**config.mk**
```make
export PLATFORM = sky130hd
export DESIGN_NAME = tic_top
export DESIGN_NICKNAME = d
export VERILOG_FILES = /design/src/tic_top.v
export VERILOG_INCLUDE_DIRS = /design/src /design/src/shared
export SDC_FILE = /design/constraint.sdc
export NUM_CORES = 1
export LEC_CHECK = 0
export BUFFER_PORTS_ARGS = -buffer_cell sky130_fd_sc_hd__buf_4
export CAP_MARGIN = 20
export CORE_ASPECT_RATIO = 1.5
export CORE_UTILIZATION = 30
export CTS_BUF_LIST = sky130_fd_sc_hd__clkbuf_8
export DETAILED_ROUTE_END_ITERATION = 7
export RECOVER_POWER = 25
export SKIP_CTS_REPAIR_TIMING = 1
export SLEW_MARGIN = 0
export SYNTH_ARGS = -nofsm -noshare
export SYNTH_HDL_FRONTEND = slang
export SYNTH_SLANG_ARGS = --single-unit
```
**constraint.sdc**
```tcl
create_clock -name SYS_CLK_IN -period 1.9 [get_ports SYS_CLK_IN]
set_clock_uncertainty 0.15 [all_clocks]
set_input_delay 0.095 -clock SYS_CLK_IN [delete_from_list [all_inputs] [get_ports SYS_CLK_IN]]
set_output_delay 0.095 -clock SYS_CLK_IN [all_outputs]
set_load 0.02 [all_outputs]
```
**src/shared/tic_regs.vh**
```
// Behaviour
// - Control one bit 15 disables interrupt nesting when set.
// - Accumulator A or B overflow trap sets flag bit 14 or 13.
// - Catastrophic overflow trap of A or B sets flag bit 12 or 11.
// - Overflow traps of A and B are enabled by bits 10 and 9.
// - Bit 8 enables catastrophic overflow traps for both accumulators.
// - Invalid accumulator shift math trap sets status bit 7.
// - Divide by zero math trap sets status bit 6.
// - DMA controller error trap sets status bit 5.
// - Any math error trap sets status bit 4.
// - Address error trap sets status bit 3.
// - Stack error trap sets status bit 2.
// - Oscillator failure trap sets bit 1; bit 0 reads zero.
// - Control two bit 15 selects the alternate vector table.
// - Control two bit 14 is read-only, high while timed disable runs.
// - Bits 4..0 pick falling (1) or rising (0) edge per external input.
// - Interrupt flag reads 1 after a request; software may write it.
// - Flag bits 14..8 map DMA1, converter1, serial tx/rx, SPI, SPI fault, timer3.
// - Flag bits 7..0 map timer2, compare2, capture2, DMA0, timer1, compare1, capture1, ext0.
// - Flags are set by sources and cleared only by software write.
// - Nesting disabled makes the CPU low priority bits read-only.
`ifndef TIC_REGS_VH
`define TIC_REGS_VH
`define TIC_OFF_CTL1      12'h000
`define TIC_OFF_CTL2      12'h004
`define TIC_OFF_FLAGS0    12'h008
`define TIC_CTL1_RST      16'h0000
`define TIC_CTL2_RST      16'h0000
`define TIC_FLAGS0_RST    16'h0000
`define TIC_CTL1_NSTD     15
`define TIC_CTL1_OVA      14
`define TIC_CTL1_OVB      13
`define TIC_CTL1_COVA     12
`define TIC_CTL1_COVB     11
`define TIC_CTL1_ACC_A_OVERFLOW_TRAP_EN    10
`define TIC_CTL1_ACC_B_OVERFLOW_TRAP_EN    9
`define TIC_CTL1_CATASTROPHIC_TRAP_EN    8
`define TIC_CTL1_SHIFT    7
`define TIC_CTL1_DIV0     6
`define TIC_CTL1_DMA      5
`define TIC_CTL1_MATH     4
`define TIC_CTL1_ADDR     3
`define TIC_CTL1_STACK    2
`define TIC_CTL1_OSC      1
`define TIC_CTL1_WMASK    16'hfffe
`define TIC_CTL2_ALT      15
`define TIC_CTL2_TIMED_IRQ_DISABLE_ACTIVE     14
`define TIC_CTL2_WMASK    16'h801f
`define TIC_FLAGS0_MASK   16'h7fff
`define TIC_FLAG_EXT0     0
`endif

```
**src/tic_top.v**
```verilog
// Local design decisions: register access over APB and the register offsets.
`timescale 1ns/10ps
`include "tic_regs.vh"
module tic_top #(
  parameter NUM_EXT = 5
) (
  input  wire        SYS_CLK_IN,           // System clock, 10 MHz
  input  wire        ARST_N_IN,            // Async reset, active low
  input  wire        PSEL_IN,              // APB select
  input  wire        PENABLE_IN,           // APB access phase
  input  wire        PWRITE_IN,            // APB direction, 1 = write
  input  wire [11:0] PADDR_IN,             // APB byte address
  input  wire [31:0] PWDATA_IN,            // APB write data
  input  wire [3:0]  PSTRB_IN,             // APB byte strobes
  output wire [31:0] PRDATA_OUT,           // APB read data
  output wire        PREADY_OUT,           // APB ready
  output wire        PSLVERR_OUT,          // APB error, unmapped address
  input  wire        ACC_A_OVF_IN,         // Accumulator A overflow pulse
  input  wire        ACC_B_OVF_IN,         // Accumulator B overflow pulse
  input  wire        ACC_A_CAT_IN,         // Accumulator A catastrophic pulse
  input  wire        ACC_B_CAT_IN,         // Accumulator B catastrophic pulse
  input  wire        SHIFT_ERR_IN,         // Invalid accumulator shift pulse
  input  wire        DIV_ZERO_IN,          // Divide by zero pulse
  input  wire        DMA_ERR_IN,           // DMA controller error pulse
  input  wire        ADDR_ERR_IN,          // Address error pulse
  input  wire        STACK_ERR_IN,         // Stack error pulse
  input  wire        OSC_FAIL_IN,          // Oscillator failure pulse
  input  wire        TIMED_IRQ_DISABLE_ACTIVE_ACTIVE_IN,       // Core timed disable running
  input  wire [14:1] PERIPH_REQ_IN,        // Peripheral request pulses
  input  wire [4:0]  EXT_IRQ_IN,           // External interrupt pins
  output reg         MATH_TRAP_OUT,        // Math trap pulse
  output reg         DMA_TRAP_OUT,         // DMA trap pulse
  output reg         ADDR_TRAP_OUT,        // Address trap pulse
  output reg         STACK_TRAP_OUT,       // Stack trap pulse
  output reg         OSC_TRAP_OUT,         // Oscillator trap pulse
  output reg  [4:0]  EXT_EDGE_OUT,         // Qualified external edge pulses
  output wire        NEST_DISABLE_OUT,     // Nesting prevented
  output wire        ALT_TABLE_OUT,        // Alternate vector table in use
  output wire        PRIO_LOCK_OUT,        // CPU low priority bits read-only
  output wire [15:0] FLAGS0_OUT            // Interrupt flags zero
);

  reg  [15:0] ctl1_q;
  reg  [15:0] ctl1_d;
  reg  [15:0] ctl2_q;
  reg  [15:0] ctl2_d;
  reg  [15:0] flags0_q;
  reg  [15:0] flags0_d;
  reg  [31:0] prdata_q;
  reg  [31:0] prdata_d;
  reg  [4:0]  sync1_q;
  reg  [4:0]  sync2_q;
  reg  [4:0]  sync3_q;
  reg  [4:0]  lvl_q;
  reg  [4:0]  lvl_d;
  reg  [4:0]  edge_d;
  reg  [15:0] trap_set;
  reg  [15:0] wmask;
  wire        setup_ph;
  wire        wr_acc;
  wire        hit_ctl1;
  wire        hit_ctl2;
  wire        hit_flg0;
  wire        mapped;
  wire        ova_trap;
  wire        ovb_trap;
  wire        cova_trap;
  wire        covb_trap;
  wire        math_trap;

  // Merge a bus write into a register under byte strobes and a write mask
  function [15:0] merge_wr;
    input [15:0] old;
    input [15:0] wdat;
    input [1:0]  strb;
    input [15:0] msk;
    reg   [15:0] lane;
    begin
      lane     = {{8{strb[1]}}, {8{strb[0]}}} & msk;
      merge_wr = (old & ~lane) | (wdat & lane);
    end
  endfunction

  assign setup_ph  = PSEL_IN & ~PENABLE_IN;
  assign wr_acc    = PSEL_IN & PENABLE_IN & PWRITE_IN;
  assign hit_ctl1  = (PADDR_IN == `TIC_OFF_CTL1);
  assign hit_ctl2  = (PADDR_IN == `TIC_OFF_CTL2);
  assign hit_flg0  = (PADDR_IN == `TIC_OFF_FLAGS0);
  assign mapped    = hit_ctl1 | hit_ctl2 | hit_flg0;

  // Zero wait state slave; read data is latched during setup
  assign PREADY_OUT  = 1'b1;
  assign PSLVERR_OUT = PSEL_IN & PENABLE_IN & ~mapped;
  assign PRDATA_OUT  = prdata_q;

  // Overflow causes only trap while their enable is set
  assign ova_trap  = ACC_A_OVF_IN & ctl1_q[`TIC_CTL1_ACC_A_OVERFLOW_TRAP_EN];
  assign ovb_trap  = ACC_B_OVF_IN & ctl1_q[`TIC_CTL1_ACC_B_OVERFLOW_TRAP_EN];
  assign cova_trap = ACC_A_CAT_IN & ctl1_q[`TIC_CTL1_CATASTROPHIC_TRAP_EN];
  assign covb_trap = ACC_B_CAT_IN & ctl1_q[`TIC_CTL1_CATASTROPHIC_TRAP_EN];
  assign math_trap = ova_trap | ovb_trap | cova_trap | covb_trap
                     | SHIFT_ERR_IN | DIV_ZERO_IN;

  always @*
  begin
    trap_set                  = 16'h0000;
    trap_set[`TIC_CTL1_OVA]   = ova_trap;
    trap_set[`TIC_CTL1_OVB]   = ovb_trap;
    trap_set[`TIC_CTL1_COVA]  = cova_trap;
    trap_set[`TIC_CTL1_COVB]  = covb_trap;
    trap_set[`TIC_CTL1_SHIFT] = SHIFT_ERR_IN;
    trap_set[`TIC_CTL1_DIV0]  = DIV_ZERO_IN;
    trap_set[`TIC_CTL1_DMA]   = DMA_ERR_IN;
    trap_set[`TIC_CTL1_MATH]  = math_trap;
    trap_set[`TIC_CTL1_ADDR]  = ADDR_ERR_IN;
    trap_set[`TIC_CTL1_STACK] = STACK_ERR_IN;
    trap_set[`TIC_CTL1_OSC]   = OSC_FAIL_IN;
  end

  // Pins pass three flops; a change counts once stages two and three agree
  always @*
  begin
    lvl_d  = lvl_q;
    edge_d = 5'h00;
    wmask  = `TIC_CTL1_WMASK;
    lvl_d  = (sync2_q == sync3_q) ? sync3_q : lvl_q;
    // Falling edge when select is 1, rising edge when 0
    edge_d = (lvl_d ^ lvl_q) & (lvl_q ~^ ctl2_q[4:0]);
  end

  always @*
  begin
    ctl1_d   = ctl1_q;
    ctl2_d   = ctl2_q;
    flags0_d = flags0_q;
    if (wr_acc && hit_ctl1)
    begin
      ctl1_d = merge_wr(ctl1_q, PWDATA_IN[15:0], PSTRB_IN[1:0], wmask);
    end
    if (wr_acc && hit_ctl2)
    begin
      // Timed disable bit is not stored; it is read live from the core
      ctl2_d = merge_wr(ctl2_q, PWDATA_IN[15:0], PSTRB_IN[1:0],
                        `TIC_CTL2_WMASK);
    end
    if (wr_acc && hit_flg0)
    begin
      flags0_d = merge_wr(flags0_q, PWDATA_IN[15:0], PSTRB_IN[1:0],
                          `TIC_FLAGS0_MASK);
    end
    // Hardware set is applied last so it wins over a same-cycle clear
    ctl1_d   = ctl1_d | trap_set;
    flags0_d = flags0_d | ({PERIPH_REQ_IN, edge_d[0]} & `TIC_FLAGS0_MASK);
    ctl1_d[0]   = 1'b0;
    flags0_d[15] = 1'b0;
  end

  always @*
  begin
    prdata_d = 32'h0000_0000;
    if (hit_ctl1)
    begin
      prdata_d[15:0] = ctl1_q;
    end
    else if (hit_ctl2)
    begin
      prdata_d[15:0] = ctl2_q;
      prdata_d[`TIC_CTL2_TIMED_IRQ_DISABLE_ACTIVE] = TIMED_IRQ_DISABLE_ACTIVE_ACTIVE_IN;
    end
    else if (hit_flg0)
    begin
      prdata_d[15:0] = flags0_q;
    end
  end

  always @(posedge SYS_CLK_IN or negedge ARST_N_IN)
  begin
    if (!ARST_N_IN)
    begin
      ctl1_q         <= `TIC_CTL1_RST;
      ctl2_q         <= `TIC_CTL2_RST;
      flags0_q       <= `TIC_FLAGS0_RST;
      prdata_q       <= 32'h0000_0000;
      sync1_q        <= 5'h00;
      sync2_q        <= 5'h00;
      sync3_q        <= 5'h00;
      lvl_q          <= 5'h00;
      EXT_EDGE_OUT   <= 5'h00;
      MATH_TRAP_OUT  <= 1'b0;
      DMA_TRAP_OUT   <= 1'b0;
      ADDR_TRAP_OUT  <= 1'b0;
      STACK_TRAP_OUT <= 1'b0;
      OSC_TRAP_OUT   <= 1'b0;
    end
    else
    begin
      ctl1_q         <= ctl1_d;
      ctl2_q         <= ctl2_d;
      flags0_q       <= flags0_d;
      if (setup_ph && !PWRITE_IN)
      begin
        prdata_q <= prdata_d;
      end
      sync1_q        <= EXT_IRQ_IN;
      sync2_q        <= sync1_q;
      sync3_q        <= sync2_q;
      lvl_q          <= lvl_d;
      EXT_EDGE_OUT   <= edge_d;
      MATH_TRAP_OUT  <= math_trap;
      DMA_TRAP_OUT   <= DMA_ERR_IN;
      ADDR_TRAP_OUT  <= ADDR_ERR_IN;
      STACK_TRAP_OUT <= STACK_ERR_IN;
      OSC_TRAP_OUT   <= OSC_FAIL_IN;
    end
  end

  assign NEST_DISABLE_OUT = ctl1_q[`TIC_CTL1_NSTD];
  assign ALT_TABLE_OUT    = ctl2_q[`TIC_CTL2_ALT];
  // Core must block writes to its low priority bits while this is high
  assign PRIO_LOCK_OUT    = ctl1_q[`TIC_CTL1_NSTD];
  assign FLAGS0_OUT       = flags0_q;

endmodule // tic_top

```
==> run summary, run 1 <==
Final Hold Fails: 1
Worst slew pin tran: 0.761 ns
Vias: 2,934
Core ar.: 11,500 um^2
Wire per inst: 14.9 um
Cell area after layout: 5290 um^2
Total iterations of the first detailed-routing run: 4
TritonCTS clock tree: yes
Die Area: 12,200 um^2
Clock Power Share: 34.6%
Hold WC Path Type: in2reg
Pleak: 2.50 nW
Register bit total from synthesis: 82
Reg power frac: 51.6%
Finished Layout Cells: 637
Seq/Total Area, Yosys: 58.1%
Initial antenna violation count: 0
Final Slew Violations: 0
Io pins: 146
Layout cell share with drive strength beyond 1: 33.1%
Drt total wl: 9.47 mm
HPWL Detailed: 6.97 mm
Post-DRT Antenna Nets: 0
Final WS setup: 0.136 ns
TritonCTS Buffers: 9
Fin nets: 565
Most frequent cells in the layout: buf_4 (117), dfrtp_1 (82), dlygate4sd3_1 (51)
Internal power: 0.00273 W
Sequence of cells on the critical path: buf_4 > or4_4 > nor4_4 > buf_4 > a21oi_1 > buf_4
Switching Power: 0.000933 W
Fill cells: 1,086
Grt ovf: 0
Met1 usage: 17.8%
Worst-Skew Late Latency: 0.35 ns
Gr usage total: 15.7%
Maximum fanout along the worst path: 3
Clock Pin Slew Worst Setup and Hold Paths: 0.08 ns
Most common cell type on the critical path: buf_4
Drc violations: 0
N_diodes: 0
Critical Path End Type: output port
Status: finished with violations
CTS root buf: clkbuf_8
CP required: 1.65 ns
Avg Cell Area, Syn: 11.7 um^2
Initial DRC Count: 56
GRT Max-Usage Layer: met2
CP max stage cell: or4_4
Final setup violation count: 0
Crit path max-delay family: simple AND/OR/NAND/NOR gates
Pin count of the biggest net entering global routing: 30
Syn Inst Count: 303
Routing usage on met2: 27.6%
GR Util met3: 4.62%
Power Dens Cells: 693 nW/um^2
Die X: 90.6 um
Crit path time final: 1.76 ns
Vias in the first global route: 2,819
Hold slack: -0.00506 ns
CTS H-tree depth: 3
Num rows: 48
Fin util: 46.1%
Routability cong.: 0.774
Placed cell count: 570
Worst Path Arrival: 1.52 ns
WP buf/inv: 3
Worst vdd ir: 0.000287 V
Rel. slew slack: 49.3%
Synth Cell Area: 3530 um^2
Gate power share: 13.8%
Clock Tree Buf Depth: 2
Die Span Y: 135 um
Number of library cell types mapped by synthesis: 41
Tcrit/Tclk final: 92.9%
Placement Setup Slack: -0.0225 ns
IO buf count: 109
Initial Util: 30.8%
RSZ-0062 raised after global routing: false
Vias per inst: 4.61
Post-DP Area: 4590 um^2
Layout area overhead: 49.8%
Violated checks: negative hold slack
Critical path's largest stage delay: 0.57 ns
Yosys warning count: 0
Commonest non-fill, non-tap cell in the layout: buf_4
Max Clk Rate: 0.567 GHz
CTS Sinks: 82
Critical path class: in2out
# Max-Cap Violations: 0
Switch share: 25.5%
Startpoint Class: input pin
First-pass GRT wire length: 14.5 mm
[metal layers]
layer  wire, um  vias to the layer above
li1           -                     1395
met1       3820                     1442
met2       5030                       86
met3        458                       11
met4        153                        0
met5          0                        -
[power groups by stage]
| stage | Sequential, W | Combinational (W) | Clock (W) |
|---|---|---|---|
| finish | 0.00189 | 0.000505 | 0.00127 |
| global route | 0.00190 | 0.000552 | 0.00139 |
| CTS | 0.00189 | 0.000438 | 0.00131 |
| detailed placement | 0.00192 | 0.000436 | 0 |
| global placement | 0.00192 | 0.000423 | 0 |
| floorplan | 0.00194 | 0.000191 | 0 |
[cells in the mapped netlist, drive strengths merged]
cell,n,area share [%]
nand3,5,1.1
or4,2,0.53
nor3,8,1.3
xor2,3,0.74
nand2,17,1.8
nor4,4,1.5
conb,2,0.21
or3,1,0.18
o21ai,7,0.99
nor2b,1,0.18
mux2i,6,1.7
or3b,1,0.25
a211oi,5,1.1
clkbuf,8,0.85
a211o,21,5.2
nor4b,1,0.25
dfrtp,82,58
nand4,4,0.71
mux2,15,5.3
nor2,36,3.9
buf,20,4.2
a221o,9,2.6
inv,8,0.85
and3,8,1.4
xnor2,2,0.50
nor3b,1,0.21
a22o,2,0.50
and2,10,1.8
and4,2,0.50
a21oi,12,1.7
[tightest hold or removal path, stage by stage]
cell and delay (ns):
buf_4 0.11, nor4_4 0.06, nand3_1 0.08, mux2_1 0.13
[cells by family after synthesis]
family          count (synthesis)  share of synthesized area, %
mux                            21                          7.02
xor+xnor                        5                          1.24
other cells                     2                         0.213
flops                          82                          58.1
simple gates                  101                          15.5
compound gates                 56                          12.0
buf+inv                        36                          5.88
[final timing paths]
path	from	endpoint	slack (ns)	cells after the start
max	PADDR_IN[9]	PSLVERR_OUT	0.14	6
max reg2reg	sync3_q[1]	lvl_q[0]	0.24	5
max in group asynchronous	ARST_N_IN	sync2_q[1]	0.56	3
min	PADDR_IN[1]	flip-flop	-0.005	4
min reg2reg	sync1_q[1]	sync2_q[1]	0.20	0
min in group asynchronous	ARST_N_IN	sync3_q[0]	0.19	2
[stage by stage]
step / total power (W) / setup TNS (ns) / hold slack [ns]
after floorplan: 0.00213 / 0 / -0.351
after global routing: 0.00384 / 0 / -0.0124
final: 0.00366 / 0 / -0.00506
after CTS: 0.00364 / 0 / -0.493
after global placement: 0.00234 / 0 / -0.104
after detailed placement: 0.00236 / -0.107 / -0.0961
[area by class of cell]
class | count | area [um^2] | area share, %
clock buffer | 10 | 138 | 2.60
clock inverter | 6 | 58.8 | 1.11
inverter | 8 | 30.0 | 0.568
multi-input combinational | 201 | 1330 | 25.2
sequential | 82 | 2050 | 38.8
tap | 150 | 188 | 3.55
timing repair buffer | 180 | 1490 | 28.2
No activity file was read; power rests on OpenSTA's default activity.
==> inputs of run 2 (changes only) <==
==> constraint.sdc (replaced) <==
create_clock -name SYS_CLK_IN -period 1.9 [get_ports SYS_CLK_IN]
set_clock_uncertainty 0.15 [all_clocks]
set_input_delay 0.285 -clock SYS_CLK_IN [delete_from_list [all_inputs] [get_ports SYS_CLK_IN]]
set_output_delay 0.285 -clock SYS_CLK_IN [all_outputs]
set_load 0.02 [all_outputs]
==> run 2 against run 1 <==
  * Critical endpoint unchanged
  * Via count fell by 3.7%
  * Global-route usage rose by 0.093 points
  * Non-clock buffer count fell by 14
  * The run ends with negative hold slack, negative setup slack left
  * Clock power barely moved
  * Critical path type unchanged
  * Clock-buffer cell count rose by 1
  * Critical path depth fell by 1
  * Cell count fell by 2.2%
==> run summary, run 2 (synthesized netlist as in run 1, its figures left out) <==
Status: finished with violations
Violated checks: negative hold slack, negative setup slack
HPWL Detailed: 6.84 mm (-1.8%)
Drc violations: 0 (unchanged)
CP required: 1.46 ns (-0.19 ns)
Die Span Y: 135 um (unchanged)
Final setup violation count: 1 (+1)
Final WS setup: -0.0919 ns (-0.228 ns)
Worst vdd ir: 0.000332 V (+15%)
Tcrit/Tclk final: 105% (+12 points)
Worst slew pin tran: 1.09 ns (+0.327 ns)
Die X: 90.6 um (unchanged)
Internal power: 0.00275 W (+0.65%)
Layout cell share with drive strength beyond 1: 36.6% (+3.5 points)
Initial DRC Count: 86 (+54%)
Pin count of the biggest net entering global routing: 83 (+180%)
First-pass GRT wire length: 14.5 mm (+0.14%)
Met3 WL: 348 um (-24%)
Initial antenna violation count: 0 (unchanged)
Final Hold Fails: 1 (unchanged)
CTS root buf: clkbuf_8
Vias: 2,824 (-3.7%)
Maximum fanout along the worst path: 4 (+1)
Most frequent cells in the layout: buf_4 (119), dfrtp_1 (82), nor2_1 (35)
Hold path depth: 3 (-1)
Max layer used: met4
Layout area overhead: 46.8%
Max Clk Rate: 0.502 GHz (-11%)
Fill cells: 1,103 (+1.6%)
TritonCTS Buffers: 9 (unchanged)
Crit path time final: 1.99 ns (+0.228 ns)
Gate power share: 13.1% (-0.7 points)
Fin nets: 551 (-2.5%)
Grt ovf: 0 (unchanged)
# Max-Cap Violations: 0 (unchanged)
Worst reg2reg path depth: 5 (unchanged)
CTS H-tree depth: 3 (unchanged)
R2R Setup Slk: 0.23 ns (about the same)
Reg power frac: 51.8% (+0.2 points)
N_diodes: 0 (unchanged)
Post-DP Area: 4670 um^2 (+1.6%)
Io pins: 146 (unchanged)
Critical path class: in2out
Min-delay src: ACC_A_CAT_IN
Routability cong.: 0.761 (-1.7%)
Num rows: 48 (unchanged)
Hold Path Sink: ctl1_q[12]
Die Area: 12,200 um^2 (unchanged)
Initial Util: 30.8% (unchanged)
Pleak: 2.45 nW (-1.7%)
Met1 wire length: 3.73 mm (-2.5%)
Clock Power Share: 35.1% (+0.5 points)
Metal2 WL: 5.09 mm (+1.1%)
Vias per inst: 4.53 (-1.6%)
Worst Path Arrival: 1.56 ns (+0.04 ns)
TritonCTS clock tree: yes
Rel. slew slack: 27.5% (-22 points)
Power Dens Cells: 704 nW/um^2 (+1.6%)
Worst-Skew Late Latency: 0.36 ns (about the same)
Drt total wl: 9.34 mm (-1.4%)
Total iterations of the first detailed-routing run: 4 (unchanged)
Switch share: 24.7% (-0.76 points)
Core ar.: 11,500 um^2 (unchanged)
CTS Sinks: 82 (unchanged)
Critical Path End Type: output port
Cell area after layout: 5180 um^2 (-2.0%)
Post-DRT Antenna Nets: 0 (unchanged)
Power Total: 0.00365 W (-0.36%)
R2r endpoint: lvl_q[1]
RSZ-0062 raised after global routing: true
IO buf count: 109 (unchanged)
Clock Pin Slew Worst Setup and Hold Paths: 0.08 ns (about the same)
Final Slew Violations: 0 (unchanged)
Gr usage total: 15.8% (+0.093 points)
Commonest non-fill, non-tap cell in the layout: buf_4
Startpoint Class: input pin
Wire per inst: 15.0 um (+0.87%)
Hold WC Path Type: in2reg
Hold slack: -0.0167 ns (-0.0117 ns)
Switching Power: 0.000902 W (-3.3%)
Clock Tree Buf Depth: 2 (unchanged)
Vias in the first global route: 2,821 (+0.071%)
Reg-to-reg startpoint: sync3_q[1]
## run 2: per-stage QoR
stage | worst slack [ns] | utilization [%] | instances | TNS, ns
after floorplan | -0.0333 | - | 319 | -0.166
after global placement | -0.227 | 40.7 | 575 | -5.39
after detailed placement | -0.274 | 40.7 | 575 | -5.91
after CTS | -0.207 | 42.5 | 591 | -0.207
after global routing | -0.141 | 45.2 | 623 | -0.141
final | -0.0919 | 45.2 | 623 | -0.0919
## run 2: layer usage
layer  global-route usage [%]  up-vias
met1                     17.4     1363
met4                     8.15        0
met3                     3.10       12
met2                     28.5       76
li1                         -     1373
met5                        0        -
## run 2: worst max path at each step
stage	startpoint	to	slack, ns	cells past startpoint
after floorplan	PADDR_IN[9]	flip-flop	-0.03	4
after global placement	PADDR_IN[5]	FLAGS0_OUT[11]	-0.23	7
after detailed placement	PADDR_IN[9]	flip-flop	-0.27	5
after CTS	PADDR_IN[9]	PSLVERR_OUT	-0.21	5
after global routing	PADDR_IN[6]	PSLVERR_OUT	-0.14	5
final	PADDR_IN[6]	PSLVERR_OUT	-0.09	5
## run 2: worst max-delay path, cell delays in order
cell     delay [ns]
buf_6          0.09
or4_4          0.56
nor4_4         0.35
a21oi_2        0.10
buf_4          0.16
## run 2: final cells by class
cell class | count | area [um^2] | area share, %
clock buffer | 11 | 151 | 2.92
clock inverter | 5 | 52.6 | 1.01
inverter | 8 | 30.0 | 0.579
multi-input combinational | 201 | 1340 | 25.8
sequential | 82 | 2050 | 39.6
tap | 150 | 188 | 3.62
timing repair buffer | 166 | 1370 | 26.5
## run 2: power by group through the flow
stage	Sequential (W)	Combinational, W	Clock [W]
2_1_floorplan	0.00194	0.000191	0
3_3_place_gp	0.00192	0.000428	0
3_5_place_dp	0.00193	0.000439	0
4_1_cts	0.00189	0.000441	0.00134
5_1_grt	0.00190	0.000526	0.00139
6_report	0.00189	0.000480	0.00128
